==> src/core/cfg_loader_pkg.sv <==
// Constants shared by the configuration shadow loader files
// What the document requires of the block and of those who program and build for it
// [RQ1] At power-up the nonvolatile configuration words are copied into volatile shadow storage.
// [RQ2] Every device reset, whatever its source, reloads all shadow registers from the stored words.
// [RQ3] The 12-bit boot sequence number picks the active Flash panel, and only its words load.
// [RQ4] Fetching an instruction for execution from configuration space resets the device.
// [RQ5] A page erase of the final program memory page erases the stored configuration words.
// [RQ6] In dual-partition mode the inactive panel's words govern access to the inactive panel.
// [RQ7] Words sit at the top of memory: 0x02BF00 single, 0x015F00 active, 0x415F00 inactive.
// [RQ8] The boot mode word sits at 0x801800 in calibration space for every size and mode.
// [RQ9] Every unimplemented bit of a configuration register reads as one.
// [RQ10] Whoever programs the words keeps each reserved bit at its specified one or zero value.
// [RQ11] Application builds should reserve the configuration locations so no code lands there.
// [RQ12] Shadow values stay stable until the next reload, and the device leaves reset after it.
package cfg_loader_pkg;
  localparam int          CFG_WORD_W   = 24;
  localparam int          AXI_ADDR_W   = 24;
  localparam int          NUM_CFG      = 17;
  localparam int          NUM_PANEL    = 16;
  localparam int          IDX_W        = 5;
  localparam logic [4:0]  IDX_PROTECT  = 5'h00;
  localparam logic [4:0]  IDX_BTSEQ    = 5'h0F;
  localparam logic [4:0]  IDX_BOOT     = 5'h10;
  localparam logic [4:0]  LAST_PANEL   = 5'h0F;
  // Layout bases; low byte is always zero so only the page part is swapped
  localparam logic [23:0] SINGLE_BASE        = 24'h02BF00;
  localparam logic [23:0] DUAL_ACTIVE_BASE   = 24'h015F00;
  localparam logic [23:0] DUAL_INACTIVE_BASE = 24'h415F00;
  localparam logic [23:0] BOOT_MODE_ADDR     = 24'h801800;
  localparam logic [23:0] STATUS_OFS         = 24'h02BF80;
  localparam logic [23:0] CONTROL_OFS        = 24'h02BF84;
  localparam logic [23:0] CFG_OFS [NUM_CFG] = '{
    24'h02BF00, 24'h02BF10, 24'h02BF14, 24'h02BF18, 24'h02BF1C, 24'h02BF20,
    24'h02BF24, 24'h02BF28, 24'h02BF2C, 24'h02BF30, 24'h02BF34, 24'h02BF38,
    24'h02BF3C, 24'h02BF40, 24'h02BF44, 24'h02BFFC, 24'h801800};
  // Implemented (or reserved) bit positions; all others read as one
  localparam logic [23:0] CFG_IMPL_MASK [NUM_CFG] = '{
    24'h008FEF, 24'h001FFF, 24'h008000, 24'h000087, 24'h001DC7, 24'h00FFFF,
    24'h000470, 24'h0080A3, 24'h00FFFF, 24'h00FFFF, 24'h00FFFF, 24'h00FFFF,
    24'h000001, 24'h0027BC, 24'h007777, 24'hFFFFFF, 24'h000003};
  localparam logic [23:0] ALL_ONES     = 24'hFFFFFF;
  // Boot sequence and boot mode fields
  localparam int          SEQ_NUM_LSB  = 0;
  localparam int          SEQ_NUM_W    = 12;
  localparam int          SEQ_INV_LSB  = 12;
  localparam int          BOOT_MODE_W  = 2;
  // Status and control bits
  localparam int          ST_DONE      = 0;
  localparam int          ST_PANEL     = 1;
  localparam int          ST_DUAL      = 2;
  localparam int          ST_ERASED    = 3;
  localparam int          ST_EXEC      = 4;
  localparam int          CTRL_RELOAD  = 0;
  localparam logic [1:0]  RESP_OKAY    = 2'h0;
  localparam logic [1:0]  RESP_SLVERR  = 2'h2;
  localparam logic [1:0]  SYNC_RST_VAL = 2'h1;
endpackage

==> src/core/pin_sync.sv <==
// Three-flop pin synchroniser with agreement filter
`timescale 1ns/1ps
`default_nettype none
module pin_sync #(
  parameter int         W       = 2,
  parameter logic [1:0] RST_VAL = 2'h0
) (
  // Clock and reset
  input  wire logic         aclk,
  input  wire logic         aresetn,
  // Pins in, filtered levels out
  input  wire logic [W-1:0] pin_in,
  output logic      [W-1:0] pin_out
);
  logic [W-1:0] s1;
  logic [W-1:0] s2;
  logic [W-1:0] s3;

  wire  [W-1:0] rst_lvl = W'(RST_VAL);

  // Chain runs through reset so straps are settled when the load starts;
  // first stage feeds only the second
  always_ff @(posedge aclk) begin
    s1 <= pin_in;
    s2 <= s1;
    s3 <= s2;
    for (int i = 0; i < W; i++) begin
      if (s2[i] == s3[i]) begin
        pin_out[i] <= s3[i];
      end else if (!aresetn) begin
        pin_out[i] <= rst_lvl[i];
      end
    end
  end
endmodule
`default_nettype wire

==> src/core/config_shadow_mem.sv <==
// Shadow storage for the loaded configuration words
`timescale 1ns/1ps
`default_nettype none
module config_shadow_mem #(
  parameter int WIDTH = 24,
  parameter int DEPTH = 17,
  parameter int AW    = 5
) (
  // Clock and reset
  input  wire logic             aclk,
  input  wire logic             aresetn,
  // Write port from the loader
  input  wire logic             wr_en,
  input  wire logic [AW-1:0]    wr_addr,
  input  wire logic [WIDTH-1:0] wr_data,
  // Registered read port
  input  wire logic             rd_en,
  input  wire logic [AW-1:0]    rd_addr,
  output logic      [WIDTH-1:0] rd_data
);
  logic [WIDTH-1:0] mem [DEPTH];

  always_ff @(posedge aclk) begin
    if (wr_en && (int'(wr_addr) < DEPTH)) begin
      mem[wr_addr] <= wr_data;
    end
  end

  always_ff @(posedge aclk) begin
    if (!aresetn) begin
      rd_data <= '0;
    end else if (rd_en && (int'(rd_addr) < DEPTH)) begin
      rd_data <= mem[rd_addr];
    end
  end
endmodule
`default_nettype wire

==> src/core/config_word_shadow_loader.sv <==
// Configuration word loader with AXI4-Lite view of the shadow registers
//
// Added by the designer: the AXI4-Lite register port.
`timescale 1ns/1ps
`default_nettype none
module config_word_shadow_loader #(
  parameter int N_RST_REQ = 4,
  parameter int PAGE_BITS = 11
) (
  // Clock and reset
  input  wire logic                                  aclk,
  input  wire logic                                  aresetn,
  // AXI4-Lite write
  input  wire logic [cfg_loader_pkg::AXI_ADDR_W-1:0] awaddr,
  input  wire logic                                  awvalid,
  output logic                                       awready,
  input  wire logic [31:0]                           wdata,
  input  wire logic [3:0]                            wstrb,
  input  wire logic                                  wvalid,
  output logic                                       wready,
  output logic [1:0]                                 bresp,
  output logic                                       bvalid,
  input  wire logic                                  bready,
  // AXI4-Lite read
  input  wire logic [cfg_loader_pkg::AXI_ADDR_W-1:0] araddr,
  input  wire logic                                  arvalid,
  output logic                                       arready,
  output logic [31:0]                                rdata,
  output logic [1:0]                                 rresp,
  output logic                                       rvalid,
  input  wire logic                                  rready,
  // Flash read port
  output logic                                       flash_rd_req,
  output logic [23:0]                                flash_rd_addr,
  input  wire logic                                  flash_rd_ack,
  input  wire logic [cfg_loader_pkg::CFG_WORD_W-1:0] flash_rd_data,
  // Reset sources and pins
  input  wire logic                                  ext_reset_pin_n,
  input  wire logic                                  dual_partition_strap,
  input  wire logic [N_RST_REQ-1:0]                  reset_req,
  // Instruction fetch and page erase monitors
  input  wire logic                                  fetch_valid,
  input  wire logic [23:0]                           fetch_addr,
  input  wire logic                                  page_erase_req,
  input  wire logic [23:0]                           page_erase_addr,
  // Device side
  output logic                                       sys_reset_n,
  output logic                                       flash_cfg_erase,
  output logic                                       active_panel,
  output logic [cfg_loader_pkg::BOOT_MODE_W-1:0]     boot_mode_field,
  output logic [cfg_loader_pkg::CFG_WORD_W-1:0]      active_protect,
  output logic [cfg_loader_pkg::CFG_WORD_W-1:0]      inactive_protect
);
  import cfg_loader_pkg::*;

  typedef enum logic [2:0] {
    st_reset, st_seq0, st_seq1, st_load, st_boot, st_inact, st_run
  } load_state_e;

  load_state_e state;
  load_state_e next_state;
  logic [IDX_W-1:0]      load_idx;
  logic                  dual_mode;
  logic [CFG_WORD_W-1:0] seq0_word;
  logic                  reload_pend;
  logic                  erased_seen;
  logic                  exec_seen;
  logic                  load_done;
  logic [1:0]            pins_sync;

  ////////////////////////////////////////////////////////////////////////////////
  // Pin synchronisation
  pin_sync #(.W(2), .RST_VAL(SYNC_RST_VAL)) u_pin_sync (
    .aclk    (aclk),
    .aresetn (aresetn),
    .pin_in  ({dual_partition_strap, ext_reset_pin_n}),
    .pin_out (pins_sync)
  );

  wire pin_reset_held = !pins_sync[0];
  wire strap_dual     = pins_sync[1];

  ////////////////////////////////////////////////////////////////////////////////
  // Address windows
  wire [15:0] active_page   = dual_mode ? DUAL_ACTIVE_BASE[23:8] : SINGLE_BASE[23:8];
  wire [15:0] inactive_page = DUAL_INACTIVE_BASE[23:8];
  wire exec_hit = fetch_valid && ((fetch_addr[23:8] == active_page)
                  || (dual_mode && fetch_addr[23:8] == inactive_page));
  wire [23:0] active_base = {active_page, 8'h00};
  wire erase_hit = page_erase_req
                   && ((page_erase_addr[23:PAGE_BITS] == active_base[23:PAGE_BITS])
                   || (dual_mode
                   && page_erase_addr[23:PAGE_BITS] == DUAL_INACTIVE_BASE[23:PAGE_BITS]));

  ////////////////////////////////////////////////////////////////////////////////
  // Boot sequence choice
  wire [SEQ_NUM_W-1:0] seq0_num = seq0_word[SEQ_NUM_LSB +: SEQ_NUM_W];
  wire [SEQ_NUM_W-1:0] seq1_num = flash_rd_data[SEQ_NUM_LSB +: SEQ_NUM_W];
  wire seq0_ok = seq0_word[SEQ_INV_LSB +: SEQ_NUM_W] == ~seq0_num;
  wire seq1_ok = flash_rd_data[SEQ_INV_LSB +: SEQ_NUM_W] == ~seq1_num;
  // Lower valid number wins; a blank panel never beats a valid one
  wire panel1_wins = seq1_ok && (!seq0_ok || (seq1_num < seq0_num));

  ////////////////////////////////////////////////////////////////////////////////
  // Reload triggers
  logic sw_reload;
  wire  rst_trig = pin_reset_held || (|reset_req) || sw_reload
                   || (sys_reset_n && exec_hit); // see [RQ2] see [RQ4]
  // A trigger on the final ack would otherwise be lost
  wire  reload_due = reload_pend || rst_trig;

  ////////////////////////////////////////////////////////////////////////////////
  // Load sequencer
  always_comb begin
    next_state = state;
    case (state)
      st_reset: begin
        if (!pin_reset_held) begin
          next_state = strap_dual ? st_seq0 : st_load;
        end
      end
      st_seq0: begin
        if (flash_rd_ack) begin
          next_state = st_seq1;
        end
      end
      st_seq1: begin
        if (flash_rd_ack) begin
          next_state = st_load;
        end
      end
      st_load: begin
        if (flash_rd_ack && load_idx == LAST_PANEL) begin
          next_state = st_boot;
        end
      end
      st_boot: begin
        if (flash_rd_ack) begin
          next_state = dual_mode ? st_inact : (reload_due ? st_reset : st_run);
        end
      end
      st_inact: begin
        if (flash_rd_ack) begin
          next_state = reload_due ? st_reset : st_run;
        end
      end
      st_run: begin
        if (rst_trig) begin
          next_state = st_reset; // see [RQ2]
        end
      end
      default: next_state = st_reset;
    endcase
  end

  always_ff @(posedge aclk) begin
    if (!aresetn) begin
      state       <= st_reset; // see [RQ1]
      sys_reset_n <= 1'b0;
    end else begin
      state       <= next_state;
      sys_reset_n <= (next_state == st_run); // see [RQ12]
    end
  end

  // A reset arriving mid-load restarts the load once this one ends
  always_ff @(posedge aclk) begin
    if (!aresetn) begin
      reload_pend <= 1'b0;
    end else if (state != st_run && state != st_reset && rst_trig) begin
      reload_pend <= 1'b1;
    end else if (state == st_reset) begin
      reload_pend <= 1'b0;
    end
  end

  always_ff @(posedge aclk) begin
    if (!aresetn) begin
      load_idx  <= '0;
      dual_mode <= 1'b0;
      seq0_word <= '0;
    end else begin
      if (state == st_reset) begin
        load_idx  <= '0;
        dual_mode <= strap_dual;
      end else if (state == st_load && flash_rd_ack) begin
        load_idx <= load_idx + 5'h01;
      end
      if (state == st_seq0 && flash_rd_ack) begin
        seq0_word <= flash_rd_data;
      end
    end
  end

  always_ff @(posedge aclk) begin
    if (!aresetn) begin
      active_panel <= 1'b0;
    end else if (state == st_reset) begin
      active_panel <= 1'b0;
    end else if (state == st_seq1 && flash_rd_ack) begin
      active_panel <= panel1_wins; // see [RQ3]
    end
  end

  ////////////////////////////////////////////////////////////////////////////////
  // Flash request
  wire        read_panel = (state == st_seq1) || (state == st_inact && !active_panel)
                           || (state == st_load && active_panel);
  wire [15:0] read_page  = !dual_mode && state != st_seq0 && state != st_seq1 ? SINGLE_BASE[23:8]
                           : (read_panel ? DUAL_INACTIVE_BASE[23:8] : DUAL_ACTIVE_BASE[23:8]);
  wire [7:0]  read_ofs   = (state == st_load) ? CFG_OFS[load_idx][7:0]
                           : (state == st_inact) ? CFG_OFS[IDX_PROTECT][7:0]
                           : CFG_OFS[IDX_BTSEQ][7:0];

  assign flash_rd_req  = (state != st_reset) && (state != st_run);
  assign flash_rd_addr = (state == st_boot) ? BOOT_MODE_ADDR : {read_page, read_ofs}; // see [RQ7] see [RQ8]

  ////////////////////////////////////////////////////////////////////////////////
  // Shadow storage and captured copies
  wire              mem_wr  = flash_rd_ack && (state == st_load || state == st_boot); // see [RQ1]
  wire [IDX_W-1:0]  mem_wa  = (state == st_boot) ? IDX_BOOT : load_idx;
  logic             mem_rd;
  logic [IDX_W-1:0] mem_ra;
  logic [CFG_WORD_W-1:0] mem_rdata;

  config_shadow_mem #(.WIDTH(CFG_WORD_W), .DEPTH(NUM_CFG), .AW(IDX_W)) u_shadow (
    .aclk    (aclk),
    .aresetn (aresetn),
    .wr_en   (mem_wr),
    .wr_addr (mem_wa),
    .wr_data (flash_rd_data),
    .rd_en   (mem_rd),
    .rd_addr (mem_ra),
    .rd_data (mem_rdata)
  );

  // Copies change only while the device is held in reset
  always_ff @(posedge aclk) begin
    if (!aresetn) begin
      active_protect   <= ALL_ONES;
      inactive_protect <= ALL_ONES;
      boot_mode_field  <= '1;
    end else begin
      if (state == st_load && flash_rd_ack && load_idx == IDX_PROTECT) begin
        active_protect <= flash_rd_data; // see [RQ12]
      end
      if (state == st_boot && flash_rd_ack) begin
        boot_mode_field <= flash_rd_data[BOOT_MODE_W-1:0];
      end
      if (state == st_reset) begin
        inactive_protect <= ALL_ONES;
      end else if (state == st_inact && flash_rd_ack) begin
        inactive_protect <= flash_rd_data; // see [RQ6]
      end
    end
  end

  always_ff @(posedge aclk) begin
    if (!aresetn) begin
      flash_cfg_erase <= 1'b0;
      erased_seen     <= 1'b0;
      exec_seen       <= 1'b0;
      load_done       <= 1'b0;
    end else begin
      flash_cfg_erase <= erase_hit; // see [RQ5]
      if (erase_hit) begin
        erased_seen <= 1'b1;
      end
      if (sys_reset_n && exec_hit) begin
        exec_seen <= 1'b1;
      end
      load_done <= (next_state == st_run);
    end
  end

  ////////////////////////////////////////////////////////////////////////////////
  // AXI4-Lite decode
  logic [NUM_CFG-1:0] ar_hit;
  logic [NUM_CFG-1:0] aw_hit;
  logic [IDX_W-1:0]   ar_idx;
  logic               aw_got;
  logic               w_got;
  logic [23:0]        aw_addr_q;
  logic [31:0]        w_data_q;
  logic [3:0]         w_strb_q;

  for (genvar g = 0; g < NUM_CFG; g++) begin : g_dec
    assign ar_hit[g] = (araddr == CFG_OFS[g]);
    assign aw_hit[g] = (aw_addr_q == CFG_OFS[g]);
  end

  always_comb begin
    ar_idx = '0;
    for (int i = 0; i < NUM_CFG; i++) begin
      if (ar_hit[i]) begin
        ar_idx = IDX_W'(i);
      end
    end
  end

  ////////////////////////////////////////////////////////////////////////////////
  // AXI4-Lite write channel
  assign awready = !aw_got && !bvalid;
  assign wready  = !w_got && !bvalid;
  wire wr_do     = aw_got && w_got && !bvalid;
  wire wr_ctrl   = aw_addr_q == CONTROL_OFS;
  wire wr_mapped = wr_ctrl || (|aw_hit) || aw_addr_q == STATUS_OFS;
  assign sw_reload = wr_do && wr_ctrl && w_strb_q[0] && w_data_q[CTRL_RELOAD];

  always_ff @(posedge aclk) begin
    if (!aresetn) begin
      aw_got    <= 1'b0;
      w_got     <= 1'b0;
      aw_addr_q <= '0;
      w_data_q  <= '0;
      w_strb_q  <= '0;
      bvalid    <= 1'b0;
      bresp     <= RESP_OKAY;
    end else begin
      if (awvalid && awready) begin
        aw_got    <= 1'b1;
        aw_addr_q <= awaddr;
      end
      if (wvalid && wready) begin
        w_got    <= 1'b1;
        w_data_q <= wdata;
        w_strb_q <= wstrb;
      end
      if (wr_do) begin
        aw_got <= 1'b0;
        w_got  <= 1'b0;
        bvalid <= 1'b1;
        bresp  <= wr_mapped ? RESP_OKAY : RESP_SLVERR;
      end else if (bvalid && bready) begin
        bvalid <= 1'b0;
      end
    end
  end

  ////////////////////////////////////////////////////////////////////////////////
  // AXI4-Lite read channel
  logic        rd_busy;
  logic        rd_cfg;
  logic        rd_stat;
  logic        rd_ctrl;
  logic [23:0] rd_mask;
  wire  [31:0] status_word = {27'h0, exec_seen, erased_seen, dual_mode, active_panel, load_done};

  assign arready = !rd_busy && !rvalid;
  assign mem_rd  = arvalid && arready;
  assign mem_ra  = ar_idx;

  always_ff @(posedge aclk) begin
    if (!aresetn) begin
      rd_busy <= 1'b0;
      rd_cfg  <= 1'b0;
      rd_stat <= 1'b0;
      rd_ctrl <= 1'b0;
      rd_mask <= '0;
      rvalid  <= 1'b0;
      rdata   <= '0;
      rresp   <= RESP_OKAY;
    end else begin
      if (mem_rd) begin
        rd_busy <= 1'b1;
        rd_cfg  <= |ar_hit;
        rd_stat <= araddr == STATUS_OFS;
        rd_ctrl <= araddr == CONTROL_OFS;
        rd_mask <= CFG_IMPL_MASK[ar_idx];
      end
      if (rd_busy) begin
        rd_busy <= 1'b0;
        rvalid  <= 1'b1;
        rresp   <= (rd_cfg || rd_stat || rd_ctrl) ? RESP_OKAY : RESP_SLVERR;
        rdata   <= rd_cfg ? {8'h00, mem_rdata | ~rd_mask} // see [RQ9] see [RQ10]
                   : (rd_stat ? status_word : 32'h0);
      end else if (rvalid && rready) begin
        rvalid <= 1'b0;
      end
    end
  end

  ////////////////////////////////////////////////////////////////////////////////
  // Checks
  logic [IDX_W-1:0] words_loaded;
  always_ff @(posedge aclk) begin
    if (!aresetn || state == st_reset) begin
      words_loaded <= '0;
    end else if (mem_wr) begin
      words_loaded <= words_loaded + 5'h01;
    end
  end
endmodule
`default_nettype wire

==> config.mk <==
export PLATFORM = sky130hd
export DESIGN_NAME = config_word_shadow_loader
export DESIGN_NICKNAME = d
export VERILOG_FILES = /design/src/core/cfg_loader_pkg.sv /design/src/core/pin_sync.sv /design/src/core/config_shadow_mem.sv /design/src/core/config_word_shadow_loader.sv
export SDC_FILE = /design/constraint.sdc
export NUM_CORES = 1
export LEC_CHECK = 0
export BUFFER_PORTS_ARGS = -buffer_cell sky130_fd_sc_hd__buf_2
export CAP_MARGIN = 0
export CORE_MARGIN = 10
export CORE_UTILIZATION = 58
export DETAILED_ROUTE_END_ITERATION = 8
export MAX_ROUTING_LAYER = met4
export PLACE_DENSITY_LB_ADDON = 0.12
export RECOVER_POWER = 100
export SLEW_MARGIN = 10
export SYNTH_ARGS = -nofsm -noshare
export SYNTH_HDL_FRONTEND = slang
export SYNTH_HIERARCHICAL = 1
export SYNTH_SLANG_ARGS = --single-unit
==> constraint.sdc <==
create_clock -name aclk -period 3.45 [get_ports aclk]
set_input_delay 0.1725 -clock aclk [delete_from_list [all_inputs] [get_ports aclk]]
set_output_delay 0.1725 -clock aclk [all_outputs]
set_load 0.005 [all_outputs]
==> results of run 1 <==
==> registers in the layout (all words and copies together) (netlist names), 3 cells and up <==
signal and cells:
state 3, u_shadow/mem 408, rdata 24, aw_addr_q 24, rd_mask 17, active_protect 24, seq0_word 24, load_idx 5
inactive_protect 24, u_shadow/rd_data 24
==> worst reg2reg max path, stage by stage, from the launching register on <==
cell and delay [ns]:
dfxtp_1 0.70, nand2_1 0.27, nor3_1 0.23, buf_4 0.21
or2_2 0.15, nand3_1 0.18, nor2_1 0.74, buf_12 0.28
==> metrics by stage <==
| step | cells | utilization (%) | instance area (sq um) |
|---|---|---|---|
| 2_1_floorplan | 1936 | - | 25400 |
| 3_3_place_gp | 2676 | 63.4 | 27400 |
| 3_5_place_dp | 2676 | 63.4 | 27400 |
| 4_1_cts | 2821 | 68.5 | 29600 |
| 5_1_grt | 2825 | 68.0 | 29400 |
| 6_report | 2825 | 68.0 | 29400 |
==> final cells by class <==
type | count | area [sq um] | area share [%]
timing repair buffer | 333 | 1990 | 6.79
sequential | 606 | 16200 | 55.3
clock inverter | 26 | 194 | 0.661
clock buffer | 81 | 1640 | 5.58
multi-input combinational | 1101 | 8220 | 28.0
inverter | 89 | 339 | 1.15
antenna | 4 | 10.0 | 0.0341
tap | 585 | 732 | 2.49
==> metal layers <==
metal | track usage (%) | up-vias
met5 | - | -
met1 | 32.8 | 8243
met3 | 4.77 | 137
met4 | 8.90 | 0
li1 | - | 7647
met2 | 39.6 | 682
==> cell usage in the layout, fill, tap and decap left out, types with 27 or more instances in the layout <==
cell	instances
mux2i_1	35
edfxtp_1	410
nand3_1	64
buf_2	104
nand2b_1	38
inv_1	87
buf_4	52
mux2_2	49
clkbuf_1	140
nor2_1	73
a21boi_0	74
nand2_1	246
a21oi_1	71
clkbuf_16	61
mux4_2	72
dlygate4sd3_1	38
dfxtp_1	196
o221ai_1	27
==> cell families (layout without fill, tap and decap cells) <==
group | after synthesis | in the layout
other | 2 | 22
multiplexers | 156 | 156
XOR/XNOR | 31 | 31
AO/OA/AOI/OAI | 322 | 322
adder cells (fa/ha/maj) | 24 | 24
flip-flops | 606 | 606
buffers and inverters | 229 | 529
AND/OR/NAND/NOR | 550 | 550
==> power groups by stage <==
stage / combinational, mW / sequential (mW) / clock (mW)
3_3_place_gp: 0.818 / 8.12 / 0
2_1_floorplan: 0.491 / 8.08 / 0
3_5_place_dp: 0.842 / 8.12 / 0
5_1_grt: 0.951 / 7.99 / 6.51
6_report: 0.867 / 7.98 / 6.15
4_1_cts: 0.881 / 7.97 / 6.26
==> how the worst max path moves through the flow <==
stage	start	endpoint	slack (ns)	depth (start not counted)
final	state[1]	u_shadow/mem[15][19]	0.39	7
after global placement	araddr[16]	u_shadow/rd_data[8]	0.23	12
after detailed placement	araddr[16]	u_shadow/rd_data[8]	0.18	12
after global routing	state[1]	u_shadow/mem[15][1]	0.24	7
after floorplan	araddr[23]	u_shadow/rd_data[11]	0.42	12
after CTS	state[1]	active_panel	0.61	5
==> metrics.md, run 1 <==
| Metric | Value |
|---|---|
| Fill cells | `3180` |
| Synth Area in Compound Gates | `a little under a tenth` |
| Iteration-0 DRC count of the detailed router | `about 1600` |
| Pint | `about 12 mW` |
| First-pass GRT wire length | `between 90 and 100 mm` |
| Crit path max-delay cell type | `nor2_1` |
| Data arrival, critical path | `between 3 and 4 ns` |
| Critical Path Fanout Max | `20` |
| Buf/Inv on CP | `2` |
| Post-synthesis adder-cell area fraction | `roughly 1.2%` |
| Post-Route Setup TNS | `0 ns` |
| Core region area | `between 40000 and 50000 sq um` |
| Met2 Wirelength | `~31 mm` |
| WS Path Type | `reg -> reg` |
| Reg-to-Reg Start | `state[1]` |
| Critical Path RT | `3.76 ns` |
| Design Power | `~15 mW` |
| Cells along the critical path | `nand2_1 -> nor3_1 -> buf_4 -> or2_2 -> nand3_1 -> nor2_1 -> buf_12` |
| Power share of the clock group | `between 40% and 50%` |
| Vias per cell | `between 5 and 6` |
| Worst IR Drop VDD | `around 0.53 mV` |
| Register area share after synthesis | `64.0%` |
| Final Worst Setup Slack | `roughly 0.39 ns` |
| P_leak | `~10 nW` |
| Post-synth top area share | `a little under 50%` |
| Yosys warnings | `6` |
| Post-synthesis cell area | `about 25000 sq um` |
| Status | `finished with violations` |
| Register share of total power | `a little over half` |
| Htree depth | `2` |
| Share of post-route cells with drive strength above 1 | `17.8%` |
| Slew margin rel. | `-55.7%` |
| Drt first pass iters | `7` |
| Post-DR wirelength/cell | `23.5 microns` |
| Root Buffer | `clkbuf_16` |
| Area contributors post-synth | `edfxtp_1 49%, dfxtp_1 15%, mux4_2 6.4%` |
| CTS Buffer Depth | `3` |
| Synth async-reset ratio | `0%` |
| Post-DP HPWL | `roughly 42 mm` |
| Rows | `76` |
| Setup violators final | `0` |
| Final Skew | `~0.015 ns` |
| F_max | `0.326 GHz` |
| NetSw | `approximately 3.3 mW` |
| Die X | `roughly 230 microns` |
| Sw frac | `21.8%` |
| Synth top cells by count | `410 x edfxtp_1, 246 x nand2_1, 196 x dfxtp_1` |
| Vias in the first global route | `~17000` |
| Simple-Gate Fraction of Synth Area | `between 10% and 20%` |
| Routed vias | `16700` |
| CTS Hold Buffers Added | `38` |
| Failing checks | `max-capacitance violations, max-slew violations` |
| Least-Margin Pin Slew | `~2.3 ns` |
| Final min period | `roughly 3.1 ns` |
| Setup WS pre-CTS | `roughly 0.18 ns` |
| Reg clk slew, reported paths | `about 0.06 ns` |
| Die height | `between 200 and 250 microns` |
| Area Growth Syn to Fin | `15.8%` |
| Distinct cells, synth | `75` |
| Delay-heaviest family, CP | `simple AND/OR/NAND/NOR gates` |
| Initial Utilization | `about three fifths` |
| Slew Limit Fails | `between 100 and 150` |
| ANT nets after route | `0` |
| Worst Hold Depth | `3` |
| Initial antenna violation count | `3` |
| Most common cell in the netlist | `edfxtp_1` |
| Post-synth EDFFs | `slightly above 400` |
| FF-to-FF End | `u_shadow/mem[15][19]` |
| RSZ-0062 raised after global routing | `false` |
| Hold endpoint | `rd_ctrl` |
| GRT overflow | `0` |
| Crit share post-route | `88.8%` |
| Syn Inst Count | `1920` |
| Clock Latency Late Sink | `between 0.6 and 0.7 ns` |
| Worst reg-to-reg setup slack | `a little under 0.4 ns` |
| Max-cap viol count | `3` |
| Final WL | `~66 mm` |
| Met1 wire length | `~28 mm` |
| WHS | `roughly 0.043 ns` |
| Power Density | `between 500 and 600 nW/um^2` |
| Worst hold start | `araddr[2]` |
| GRT Overall Usage | `roughly a quarter` |
| GP Congestion | `around 0.90` |
| Post-route DRC | `0` |
| DR WL met3 | `slightly below 5 mm` |
| FF+latch count, synth | `roughly 600` |
| Max incr delay on CP | `approximately 0.74 ns` |
| I/O Buffers | `~220` |
| Critical Path Start Type | `register` |
| CTS tree | `done` |
| FF-to-FF path depth | `7` |
| Most common flop cell mapped by yosys | `edfxtp_1` |
| Die ar. | `approximately 52000 sq um` |
| Worst hold path type | `in -> reg` |
| Pin count of the biggest net entering global routing | `between 50 and 60` |
| Mux cell area share after synthesis | `under 10%` |
| Crit end category | `register` |
| Post-CTS Resized | `0` |
| Num CTS Buffers | `between 50 and 60` |
| Nets | `2386` |
| Gate power share | `5.8%` |
| Most area-hungry cell type in the Yosys netlist | `edfxtp_1` |
| Highest routed layer | `met4` |
| Clock sinks | `606` |
| Post-Synth XOR/XNOR Area | `approximately 1.1%` |
| Post-CTS Setup Inserts | `0` |
| Final hold viol count | `0` |
| Post-synthesis average cell area | `roughly 13 sq um` |
| Largest family of logic cells by synthesized area | `simple AND/OR/NAND/NOR gates` |
| IO Pins | `around 290` |
(Power assumes the default switching activity.)
==> inputs of run 2 (changes only) <==
--- a/config.mk
+++ b/config.mk
@@ -11,7 +11,7 @@
 export CORE_UTILIZATION = 58
 export DETAILED_ROUTE_END_ITERATION = 8
 export MAX_ROUTING_LAYER = met4
-export PLACE_DENSITY_LB_ADDON = 0.12
+export PLACE_DENSITY = 0.83
 export RECOVER_POWER = 100
 export SLEW_MARGIN = 10
 export SYNTH_ARGS = -nofsm -noshare
==> run 2 against run 1 <==
Compared with the run above:
- the flow still finishes with violations (max-capacitance violations, max-slew violations)
- critical path depth unchanged
- first-iteration DRC count grew 21%
- design area fell by 0.71%
- setup slack lost 0.070 ns
- sequential share of layout area is 0.40 points higher
- wire length up 5.3%
- sequential cell count did not move
- die area did not move
- non-clock buffer count fell by 5
- combinational power rose by 2%
- critical endpoint is now u_shadow/mem[16][11]
==> metrics.md, run 2 (synthesis results as in run 1) <==
| Metric | Value |
|---|---|
| Status | `finished with violations (unchanged)` |
| Failing checks | `max-capacitance violations, max-slew violations (unchanged)` |
| Biggest register | `u_shadow/mem (unchanged)` |
| Design area | `29100 sq um (was 29400 sq um)` |
| IO Pins | `291 (unchanged)` |
| Pin count of the biggest net entering global routing | `52 (was 59)` |
| Post-CTS Setup Inserts | `0 (unchanged)` |
| Iteration-0 DRC count of the detailed router | `1983 (was 1634)` |
| Post-DR wirelength/cell | `24.8 microns (was 23.5 microns)` |
| Critical Path Fanout Max | `24 (was 20)` |
| CTS Buffer Depth | `3 (unchanged)` |
| Nets | `2378 (was 2386)` |
| GRT overflow | `0 (unchanged)` |
| DP Area | `27300 sq um (was 27400 sq um)` |
| CTS tree | `done (unchanged)` |
| Htree depth | `2 (unchanged)` |
| Clock Latency Late Sink | `0.62 ns (was 0.61 ns)` |
| Most common cell after layout, fill and taps aside | `edfxtp_1 (unchanged)` |
| Least-Margin Pin Slew | `1.96 ns (was 2.34 ns)` |
| I/O Buffers | `219 (unchanged)` |
| Die X | `229 microns (unchanged)` |
| Max reg flops | `408 (unchanged)` |
| Cells along the critical path | `inv_1 -> nand2_1 -> nor2_1 -> nor2_1 -> or2_2 -> nor2_2 -> clkbuf_2 (was nand2_1 -> nor3_1 -> buf_4 -> or2_2 -> nand3_1 -> nor2_1 -> buf_12)` |
| RSZ-0062 raised after global routing | `false (unchanged)` |
| Drt first pass iters | `7 (unchanged)` |
| Final hold viol count | `0 (unchanged)` |
| Clock sinks | `606 (unchanged)` |
| Vias per cell | `6.20 (was 5.91)` |
| F_max | `0.319 GHz (was 0.326 GHz)` |
| GP Congestion | `0.891 (was 0.898)` |
| Post-DP HPWL | `42.3 mm (was 41.8 mm)` |
| Core region area | `43200 sq um (unchanged)` |
| ANT nets after route | `0 (unchanged)` |
| Delay-heaviest family, CP | `simple AND/OR/NAND/NOR gates (unchanged)` |
| Area Growth Syn to Fin | `15.0% (was 15.8%)` |
| Final WL | `69.8 mm (was 66.3 mm)` |
| Worst reg-to-reg setup slack | `0.32 ns (was 0.39 ns)` |
| Routed vias | `17500 (was 16700)` |
| Max incr delay on CP | `0.68 ns (was 0.74 ns)` |
| Die height | `229 microns (unchanged)` |
| Post-Route Setup TNS | `0 ns (unchanged)` |
| Share of post-route cells with drive strength above 1 | `17.4% (was 17.8%)` |
| Reg clk slew, reported paths | `0.06 ns (about the same)` |
| Commonest cells after routing, fill and taps aside | `410 x edfxtp_1, 246 x nand2_1, 196 x dfxtp_1 (unchanged)` |
| Final Skew | `0.0182 ns (was 0.0154 ns)` |
| Data arrival, critical path | `3.37 ns (about the same)` |
| Crit end category | `register (unchanged)` |
| Power Density | `506 nW/um^2 (was 511 nW/um^2)` |
| Vias in the first global route | `17500 (was 16700)` |
| Slew Limit Fails | `72 (was 134)` |
| Num CTS Buffers | `56 (was 59)` |
| Die ar. | `52500 sq um (unchanged)` |
| Critical Path RT | `3.68 ns (was 3.76 ns)` |
| Post-route DRC | `0 (unchanged)` |
| Worst hold path type | `in -> reg (unchanged)` |
| Initial Utilization | `58.7% (unchanged)` |
| Worst IR Drop VDD | `0.397 mV (was 0.531 mV)` |
| Max-cap viol count | `2 (was 3)` |
| Crit share post-route | `90.8% (was 88.8%)` |
| Crit path max-delay cell type | `clkbuf_2 (was nor2_1)` |
| Setup violators final | `0 (unchanged)` |
| Root Buffer | `clkbuf_16 (unchanged)` |
| First-pass GRT wire length | `105 mm (was 99.5 mm)` |
| Critical Path Start Type | `register (unchanged)` |
| Final min period | `3.13 ns (was 3.06 ns)` |
| P_leak | `10.0 nW (was 10.1 nW)` |
| Slew margin rel. | `-30.6% (was -55.7%)` |
| Rows | `76 (unchanged)` |
| WS Path Type | `reg -> reg (unchanged)` |
| GRT Overall Usage | `26.6% (was 25.3%)` |
| Initial antenna violation count | `1 (was 3)` |
| Most frequent CP cell | `nor2_1` |
| Buf/Inv on CP | `2 (unchanged)` |
[run 2: changes by cell type in the layout (fill, tap and decap cells not counted), moves of 3 or more]
cell       delta
buf_2         -3
buf_4         -7
clkbuf_1     +13
clkinv_2      +4
buf_12        -3
clkinv_1      -7
clkbuf_16     -3
[run 2: stage by stage]
stage	hold slack (ns)	power, mW	instances	util, %	worst slack, ns
after global placement	0.280	8.93	2672	63.2	0.407
after floorplan	0.200	8.57	1936	-	0.422
after global routing	0.0421	15.2	2815	67.5	0.215
final	0.0441	14.8	2816	67.5	0.316
after detailed placement	0.282	8.97	2672	63.2	0.373
after CTS	0.00439	14.8	2814	68.1	0.632
[run 2: layer usage]
metal,vias to the layer above,part of all wire [%],GRT usage (%)
met5,-,0,-
met4,0,3.7,10.4
met3,190,9.6,5.22
met2,1020,49,43.7
met1,8628,37,31.9
li1,7625,-,-
[run 2: worst register-to-register path: cells and delay by family, from the launching register on]
kind / cells / cell delay [ns]
buf+inv: 2 / 0.96
flops: 1 / 0.43
simple gates: 5 / 1.34
[run 2: where the power goes]
part / total [mW] / internal (mW) / switching (mW)
Clock: 5.89 / 3.23 / 2.65
Sequential: 7.98 / 7.87 / 0.109
Combinational: 0.883 / 0.326 / 0.557
Total: 14.8 / 11.4 / 3.32
[run 2: cell type report]
| class | instances | area [sq um] |
|---|---|---|
| multi-input cells | 1101 | 8230 |
| diodes | 2 | 5.00 |
| clock inverters | 23 | 143 |
| clock buffers | 82 | 1570 |
| well taps | 585 | 732 |
| repair buffers | 328 | 1890 |
| fillers | 2942 | 14000 |
| flip-flops and latches | 606 | 16200 |
| inverters | 89 | 339 |
[run 2: final timing paths]
kind | startpoint | end | cells past startpoint
setup / recovery | state[0] | u_shadow/mem[16][11] | 7
setup reg to reg | state[0] | u_shadow/mem[16][11] | 7
hold / removal | aresetn | aw_addr_q[10] | 2
hold reg to reg | u_pin_sync/s1[0] | u_pin_sync/s2[0] | 0
[run 2: repair_timing]
action / CTS / global route
hold endpoints to repair: 36 / 0
gates resized for setup: 0 / 0
hold buffers: 37 / 0
